`src/include/irq_pkg.sv`:
```
package irq_pkg;

  // Register indices; byte address is four times the index.
  localparam logic [7:0] IDX_CTRL   = 8'h0B;
  localparam logic [7:0] IDX_PFLAG  = 8'h0C;
  localparam logic [7:0] IDX_PEN    = 8'h8C;
  localparam logic [7:0] IDX_OPTION = 8'h81;

  // Bit positions in interrupt_main_control.
  localparam int B_GIE  = 7;
  localparam int B_PERIPHERAL_GROUP_ENABLE = 6;
  localparam int B_TOE  = 5;
  localparam int B_EXE  = 4;
  localparam int B_PCE  = 3;
  localparam int B_TOF  = 2;
  localparam int B_EXF  = 1;
  localparam int B_PCF  = 0;
  // Edge select position in the option register.
  localparam int B_EDGE = 6;

  // Reset values.
  localparam logic [7:0] CTRL_RST = 8'h00;
  localparam logic [7:0] PERI_RST = 8'h00;
  localparam logic       EDGE_RST = 1'b1;
  // Bit 3 of the peripheral pair is unimplemented.
  localparam logic [7:0] PERI_MASK = 8'hF7;

  localparam logic [12:0] IRQ_VECTOR = 13'h0004;
  localparam logic [7:0]  TMR_TOP    = 8'hFF;
  localparam logic [7:0]  TMR_ZERO   = 8'h00;

  // Timing: four Q phases per instruction cycle at 20 MHz.
  localparam int CLK_HZ      = 20_000_000;
  localparam int TCY_CLKS    = 4;
  localparam int LAT_TCY     = 3;
  localparam int LAT_CLKS    = LAT_TCY * TCY_CLKS;
  localparam logic [3:0] LAT_LOAD = 4'(LAT_CLKS - 2);
  localparam logic [2:0] NOP_LOAD = 3'(TCY_CLKS);

  typedef enum logic [1:0] {
    Q1_PH = 2'b00,
    Q2_PH = 2'b01,
    Q3_PH = 2'b10,
    Q4_PH = 2'b11
  } phase_e;

  typedef enum logic [1:0] {
    ST_IDLE = 2'b00,
    ST_WAIT = 2'b01
  } lat_state_e;

endpackage

```
`src/hdl/mcu_interrupt_logic.sv`:
```
// How it works
// - Ten sources: pin edge, timer, port change and seven peripheral events.
// - Global enable bit 7 passes unmasked requests; cleared it blocks all.
// - Every reset clears the global enable.
// - Return from service routine sets the global enable again.
// - Taking an interrupt clears global enable, pushes PC, jumps to 0004h.
// - Source flags set on their event regardless of any enable.
// - Jump comes three cycles after sync events, three to four async.
// - Latency does not depend on one or two cycle instructions.
// - After software clears global enable, a NOP cycle; requests stay pending.
// - Pin edge polarity follows the option register edge select bit 6.
// - Valid pin edge sets control bit 1; bit 4 enables it.
// - Pin event wakes from sleep if enabled; global enable decides the jump.
// - Timer roll-over FFh to 00h sets bit 2; bit 5 enables it.
// - Change on port bits 7..4 sets bit 0; enable at bit 3.
// - A port change during a Q2 read may not set the flag.
// - Pin flag sampled every Q1, may be set during Q4 to Q1.
// - Peripheral flags and enables sit in separate registers, same bits.
// - Only the return PC is saved on entry.
module mcu_interrupt_logic
  import irq_pkg::*;
(
  // Clock and reset
  input  wire logic        clk_i,
  input  wire logic        rst_n_i,
  // Wishbone slave
  input  wire logic        wb_cyc_i,
  input  wire logic        wb_stb_i,
  input  wire logic        wb_we_i,
  input  wire logic [9:0]  wb_adr_i,
  input  wire logic [3:0]  wb_sel_i,
  input  wire logic [31:0] wb_dat_i,
  output logic      [31:0] wb_dat_o,
  output logic             wb_ack_o,
  // Interrupt sources
  input  wire logic        ext_irq_pin_i,
  input  wire logic [7:0]  timer_zero_count_i,
  input  wire logic [3:0]  port_upper_i,
  input  wire logic        port_read_i,
  input  wire logic [7:0]  periph_event_i,
  // Processor core
  input  wire logic        return_from_isr_i,
  input  wire logic        sleep_i,
  output logic [1:0]       q_phase_o,
  output logic             irq_pending_o,
  output logic             vector_jump_o,
  output logic             push_pc_o,
  output logic [12:0]      pc_vector_o,
  output logic             force_nop_o,
  output logic             wake_o
);

  logic       rst_s1_reg;
  logic       rst_n;
  logic [7:0] ctrl_reg;
  logic [7:0] ctrl_next;
  logic [7:0] pflag_reg;
  logic [7:0] pflag_next;
  logic [7:0] pen_reg;
  logic       edge_sel_reg;
  phase_e     phase_reg;
  lat_state_e state_reg;
  logic [3:0] lat_cnt_reg;
  logic [2:0] nop_cnt_reg;
  logic       ack_reg;
  logic [31:0] rdat_reg;
  logic       pin_s1_reg;
  logic       pin_s2_reg;
  logic       pin_prev_reg;
  logic       ext_hold_reg;
  logic [3:0] port_s1_reg;
  logic [3:0] port_s2_reg;
  logic [3:0] port_latch_reg;
  logic [7:0] tmr_prev_reg;
  logic [7:0] idx;
  logic       bus_req;
  logic       wr_en;
  logic       gie_clr_wr;
  logic       pin_edge;
  logic       ext_set;
  logic       tmr_roll;
  logic       port_set;
  logic       any_pair;
  logic       take_irq;

  // Reset is asserted at once but released through two flops.
  always_ff @(posedge clk_i or negedge rst_n_i) begin
    if (!rst_n_i) begin
      rst_s1_reg <= 1'b0;
      rst_n      <= 1'b0;
    end else begin
      rst_s1_reg <= 1'b1;
      rst_n      <= rst_s1_reg;
    end
  end

  function automatic logic pair_active(input logic [7:0] c,
                                       input logic [7:0] pf,
                                       input logic [7:0] pe);
    logic core_pair;
    logic peri_pair;
    core_pair = |(c[B_TOE:B_PCE] & c[B_TOF:B_PCF]);
    peri_pair = c[B_PERIPHERAL_GROUP_ENABLE] & |(pf & pe & PERI_MASK);
    return core_pair | peri_pair;
  endfunction

  assign idx     = wb_adr_i[9:2];
  assign bus_req = wb_cyc_i & wb_stb_i & ~ack_reg;
  assign wr_en   = bus_req & wb_we_i & wb_sel_i[0];
  assign gie_clr_wr = wr_en && (idx == IDX_CTRL) &&
                      ctrl_reg[B_GIE] && !wb_dat_i[B_GIE];
  assign any_pair = pair_active(ctrl_reg, pflag_reg, pen_reg);
  assign take_irq = (state_reg == ST_WAIT) &&
                    (lat_cnt_reg == 4'h0) && ctrl_reg[B_GIE];

  // Q phase sequencer: one instruction cycle is four clocks.
  always_ff @(posedge clk_i or negedge rst_n) begin
    if (!rst_n) begin
      phase_reg <= Q1_PH;
    end else begin
      phase_reg <= phase_e'(phase_reg + 2'h1);
    end
  end

  // Pin synchroniser; the edge is held until a Q4 or Q1 phase.
  always_ff @(posedge clk_i or negedge rst_n) begin
    if (!rst_n) begin
      pin_s1_reg   <= 1'b0;
      pin_s2_reg   <= 1'b0;
      pin_prev_reg <= 1'b0;
      ext_hold_reg <= 1'b0;
    end else begin
      pin_s1_reg   <= ext_irq_pin_i;
      pin_s2_reg   <= pin_s1_reg;
      pin_prev_reg <= pin_s2_reg;
      if (ext_set) begin
        ext_hold_reg <= 1'b0;
      end else if (pin_edge) begin
        ext_hold_reg <= 1'b1;
      end
    end
  end

  assign pin_edge = edge_sel_reg ? (pin_s2_reg & ~pin_prev_reg)
                                 : (~pin_s2_reg & pin_prev_reg);
  assign ext_set = (pin_edge | ext_hold_reg) &&
                   (phase_reg == Q4_PH || phase_reg == Q1_PH);

  // Port change detection against the value last read.
  always_ff @(posedge clk_i or negedge rst_n) begin
    if (!rst_n) begin
      port_s1_reg    <= 4'h0;
      port_s2_reg    <= 4'h0;
      port_latch_reg <= 4'h0;
      tmr_prev_reg   <= TMR_ZERO;
    end else begin
      port_s1_reg  <= port_upper_i;
      port_s2_reg  <= port_s1_reg;
      tmr_prev_reg <= timer_zero_count_i;
      if (port_read_i) begin
        port_latch_reg <= port_s2_reg;
      end
    end
  end

  // A read in Q2 refreshes the latch and swallows a coincident change.
  assign port_set = (port_s2_reg != port_latch_reg) &&
                    !(port_read_i && phase_reg == Q2_PH);
  assign tmr_roll = (tmr_prev_reg == TMR_TOP) &&
                    (timer_zero_count_i == TMR_ZERO);

  // Hardware sets win over a software clear in the same cycle.
  always_comb begin
    ctrl_next = ctrl_reg;
    if (wr_en && idx == IDX_CTRL) begin
      ctrl_next = wb_dat_i[7:0];
    end
    if (return_from_isr_i) begin
      ctrl_next[B_GIE] = 1'b1;
    end
    if (take_irq) begin
      ctrl_next[B_GIE] = 1'b0;
    end
    ctrl_next[B_EXF] = ctrl_next[B_EXF] | ext_set;
    ctrl_next[B_TOF] = ctrl_next[B_TOF] | tmr_roll;
    ctrl_next[B_PCF] = ctrl_next[B_PCF] | port_set;
  end

  always_comb begin
    pflag_next = pflag_reg;
    if (wr_en && idx == IDX_PFLAG) begin
      pflag_next = wb_dat_i[7:0] & PERI_MASK;
    end
    pflag_next = pflag_next | (periph_event_i & PERI_MASK);
  end

  always_ff @(posedge clk_i or negedge rst_n) begin
    if (!rst_n) begin
      ctrl_reg <= CTRL_RST;
    end else begin
      ctrl_reg <= ctrl_next;
    end
  end

  always_ff @(posedge clk_i or negedge rst_n) begin
    if (!rst_n) begin
      pflag_reg    <= PERI_RST;
      pen_reg      <= PERI_RST;
      edge_sel_reg <= EDGE_RST;
    end else begin
      pflag_reg <= pflag_next;
      if (wr_en && idx == IDX_PEN) begin
        pen_reg <= wb_dat_i[7:0] & PERI_MASK;
      end
      if (wr_en && idx == IDX_OPTION) begin
        edge_sel_reg <= wb_dat_i[B_EDGE];
      end
    end
  end

  // Latency counter: the request is sampled at Q1 and the jump lands
  // on a Q1 three instruction cycles later. It runs on the Q phases
  // only, so the length of the current instruction does not matter.
  always_ff @(posedge clk_i or negedge rst_n) begin
    if (!rst_n) begin
      state_reg   <= ST_IDLE;
      lat_cnt_reg <= 4'h0;
    end else begin
      case (state_reg)
        ST_IDLE: begin
          if (phase_reg == Q1_PH && ctrl_reg[B_GIE] &&
              any_pair && !force_nop_o) begin
            state_reg   <= ST_WAIT;
            lat_cnt_reg <= LAT_LOAD;
          end
        end
        ST_WAIT: begin
          if (!ctrl_reg[B_GIE] || lat_cnt_reg == 4'h0) begin
            state_reg <= ST_IDLE;
          end else begin
            lat_cnt_reg <= lat_cnt_reg - 4'h1;
          end
        end
        default: begin
          state_reg <= ST_IDLE;
        end
      endcase
    end
  end

  // Entry pushes only the return PC; W and status stay with software.
  always_ff @(posedge clk_i or negedge rst_n) begin
    if (!rst_n) begin
      vector_jump_o <= 1'b0;
      push_pc_o     <= 1'b0;
      pc_vector_o   <= IRQ_VECTOR;
    end else begin
      vector_jump_o <= take_irq;
      push_pc_o     <= take_irq;
      pc_vector_o   <= IRQ_VECTOR;
    end
  end

  // NOP window after software clears the global enable.
  always_ff @(posedge clk_i or negedge rst_n) begin
    if (!rst_n) begin
      nop_cnt_reg <= 3'h0;
      force_nop_o <= 1'b0;
    end else begin
      if (gie_clr_wr) begin
        nop_cnt_reg <= NOP_LOAD;
      end else if (nop_cnt_reg != 3'h0) begin
        nop_cnt_reg <= nop_cnt_reg - 3'h1;
      end
      force_nop_o <= gie_clr_wr || (nop_cnt_reg > 3'h1);
    end
  end

  // Wake ignores the global enable; the core decides the branch.
  always_ff @(posedge clk_i or negedge rst_n) begin
    if (!rst_n) begin
      wake_o        <= 1'b0;
      irq_pending_o <= 1'b0;
      q_phase_o     <= Q1_PH;
    end else begin
      wake_o        <= sleep_i && any_pair;
      irq_pending_o <= ctrl_reg[B_GIE] && any_pair;
      q_phase_o     <= phase_e'(phase_reg + 2'h1);
    end
  end

  // Wishbone: one wait state, unmapped reads return zero.
  always_ff @(posedge clk_i or negedge rst_n) begin
    if (!rst_n) begin
      ack_reg  <= 1'b0;
      rdat_reg <= 32'h0000_0000;
    end else begin
      ack_reg <= bus_req;
      if (bus_req) begin
        case (idx)
          IDX_CTRL:   rdat_reg <= {24'h000000, ctrl_reg};
          IDX_PFLAG:  rdat_reg <= {24'h000000, pflag_reg};
          IDX_PEN:    rdat_reg <= {24'h000000, pen_reg};
          IDX_OPTION: rdat_reg <= {24'h000000, 1'b0,
                                   edge_sel_reg, 6'h00};
          default:    rdat_reg <= 32'h0000_0000;
        endcase
      end
    end
  end

  assign wb_ack_o = ack_reg;
  assign wb_dat_o = rdat_reg;
endmodule // mcu_interrupt_logic

```
`config.mk`:
```
export PLATFORM = sky130hd
export DESIGN_NAME = mcu_interrupt_logic
export DESIGN_NICKNAME = d
export VERILOG_FILES = /design/src/include/irq_pkg.sv /design/src/hdl/mcu_interrupt_logic.sv
export SDC_FILE = /design/constraint.sdc
export NUM_CORES = 1
export LEC_CHECK = 0
export ABC_AREA = 1
export ABC_CLOCK_PERIOD_IN_PS = 2400
export BUFFER_PORTS_ARGS = -buffer_cell sky130_fd_sc_hd__buf_2
export CORE_MARGIN = 5
export CORE_UTILIZATION = 49
export DETAILED_ROUTE_END_ITERATION = 8
export PLACE_DENSITY = 0.84
export SYNTH_ARGS = -nofsm -noshare
export SYNTH_HDL_FRONTEND = slang
export SYNTH_SLANG_ARGS = --single-unit
```
`constraint.sdc`:
```
create_clock -name clk_i -period 2.4 [get_ports clk_i]
set_input_delay 0.48 -clock clk_i [delete_from_list [all_inputs] [get_ports clk_i]]
set_output_delay 0.48 -clock clk_i [all_outputs]
set_load 0.005 [all_outputs]
```
==> results.yml <==
run_status:
  outcome: "finished, final reports clean"
worst_setup_path:
  startpoint_type: "flip-flop"
  required_ps: 2640
  crit_arrival_ps: 1710
  critPathKind: "reg2reg"
  endpoint_kind: "flip-flop"
  crit_fanout: 5
drt:
  vias_per_cell: 4.63
  wl_per_cell_um: 12.2
  via_count: 2453
  wl_um: 6450
  drc_errors: 0
  drtIter0Drc: 95
  ant_nets: 0
  firstDrtPassIters: 4
clock_tree:
  clockBufferDepth: 2
  clk_latency_ps: 340
  path_clk_slew_ps: 70
  htreeDepth: 3
  cts-buffers-inserted: 9
  tritoncts: "yes"
  cts_sinks: 72
  cts_root_buffer: "clkbuf_8"
place:
  io_buffer_count: 60
  gp_congestion: 0.837
  hpwl_um: 4960
logic_synthesis:
  synthTopCellsByArea: "dfrtp_1 (52%), nand2_1 (11%), buf_4 (8.3%), nand3_1 (2.9%), inv_1 (2.8%)"
  avgSynthCellArea_um2: 9.57
  synth_area_um2: 3440
  async_reset_ff_share_pct: 100
  syn_inst: 360
  ys.warnings.count: 0
  synth_flop_cell: "dfrtp_1"
  synth_top_cell_by_area: "dfrtp_1"
  synth_edf_count: 0
  seq_area_frac_synth_pct: 52.3
  yosys.area.top_type_share_pct: 51.6
  synth-seq-cells: 72
  synth_cell_types: 37
pwr:
  power.density_nw_per_um2: 749
  vdd_ir_drop_max_v: 0.000444
  leakagePower_nw: 2.08
global_routing:
  grt_pass1_wl_um: 10400
  antenna_found_initial: 0
  grt_max_degree: 71
  grtUsageTotal_pct: 15.2
  gr-total-overflow: 0
  first_global_vias: 2329
sta:
  max_clock_freq_mhz: 680
  period_minus_slack_ps: 1470
  finalSetupViolCount: 0
  hold_ws_ps: 235
  fin_setup_tns_ps: 0
  finalHoldViolCount: 0
  min_period_over_period_pct: 61.2
  slew_viol_final: 0
  final.setup_skew_ps: 8.10
  rsz0062_at_grt: "no"
die:
  die_area_um2: 8810
  rows: 30
  ios: 128
  die_w_um: 93.8
  die_height_um: 93.8
  initial_utilization_pct: 50.4
  core-area_um2: 6830
layout:
  layout_common_cells: "nand2_1 (104), dfrtp_1 (70), buf_2 (60)"
  area_delta_synth_final_pct: 14.4
  n_antenna_cell: 0
  mostFrequentLayoutCell: "nand2_1"
  drive_above_1_share_pct: 25.1
  fin_nets: 511
worst_hold_path:
  hold_path_class: "in2reg"
run:
  maxCapViolCount: 0
==> where the power goes <==
| group | switching (W) | internal [W] |
|---|---|---|
| combinational | 0.000315 | 0.000219 |
| clock | 0.000419 | 0.000566 |
| sequential | 0.0000957 | 0.00134 |
==> critical path: stages (launching register included) <==
cell and delay (ps):
dfrtp_1 390, inv_1 130, ha_1 170, nand2_1 50
nor2_1 110, inv_1 70, nand3_1 160, nand2_1 150
nand2_1 100, nand2_1 50
==> path summary, 6_finish.rpt <==
kind	startpoint	end	slack [ps]	depth (start not counted)
setup / recovery	lat_cnt_reg[0]	lat_cnt_reg[2]	930	9
hold / removal	port_upper_i[1]	port_s1_reg[1]	240	1
setup reg to reg	lat_cnt_reg[0]	lat_cnt_reg[2]	930	9
hold reg to reg	rst_n	pin_s2_reg	280	1
max in group asynchronous	rst_n	edge_sel_reg	1810	1
min in group asynchronous	rst_n	pin_s2_reg	280	1
==> cells in the mapped netlist (3+ instances only) <==
cell type    n
nand3_2      3
dfrtp_1     71
o21ai_0      9
nand3_1     20
nand4_1      3
o21ai_2      7
xnor2_1      5
a21oi_1      4
nand3b_1     9
nor2_1      12
mux2_2       4
nand2_2      5
nand2_1    104
inv_1       26
buf_4       38
ha_1         7
o211ai_1     4
==> routing by layer <==
layer	track usage (%)	vias to the layer above	routed length (µm)
met2	24.3	100	3010
met3	5.93	7	653
li1	-	1216	-
met5	0	-	0
met1	18.4	1130	2700
met4	5.66	0	91
==> cell families (layout without fill, tap and decap cells) <==
family	Yosys count	after routing	synth area share, %
AO/OA/AOI/OAI	31	31	5.92
XOR/XNOR	6	6	1.53
other	2	38	0.218
AND/OR/NAND/NOR	168	168	23.9
multiplexers	4	4	1.31
flip-flops	72	72	52.3
buffers and inverters	70	108	12.3
adder cells (fa/ha/maj)	7	7	2.54
==> area by class of cell <==
| type | instances | area (µm²) |
|---|---|---|
| clock buffers | 14 | 173 |
| clock inverters | 2 | 37.5 |
| fillers | 605 | 2890 |
| inverters | 30 | 121 |
| multi-input cells | 254 | 1350 |
| flip-flops and latches | 72 | 1800 |
| well taps | 96 | 120 |
| repair buffers | 62 | 330 |
==> what timing repair did <==
item / in CTS / in global routing
endpoints found under the hold margin: 2 / 0
hold buffers: 1 / 0
setup buffers: 0 / 0
gates resized for setup: 0 / 0
==> through the flow <==
stage / worst slack, ps / power, W / std cells / util (%) / cell area [µm²]
final: 930 / 0.00295 / 530 / 57.7 / 3940
after global routing: 773 / 0.00314 / 530 / 57.7 / 3940
after CTS: 939 / 0.00297 / 530 / 57.7 / 3940
after detailed placement: 809 / 0.00198 / 513 / 54.5 / 3720
after global placement: 848 / 0.00194 / 513 / 54.5 / 3720
after floorplan: 248 / 0.00187 / 396 / - / 3580
No activity file was read; power rests on OpenSTA's default activity.
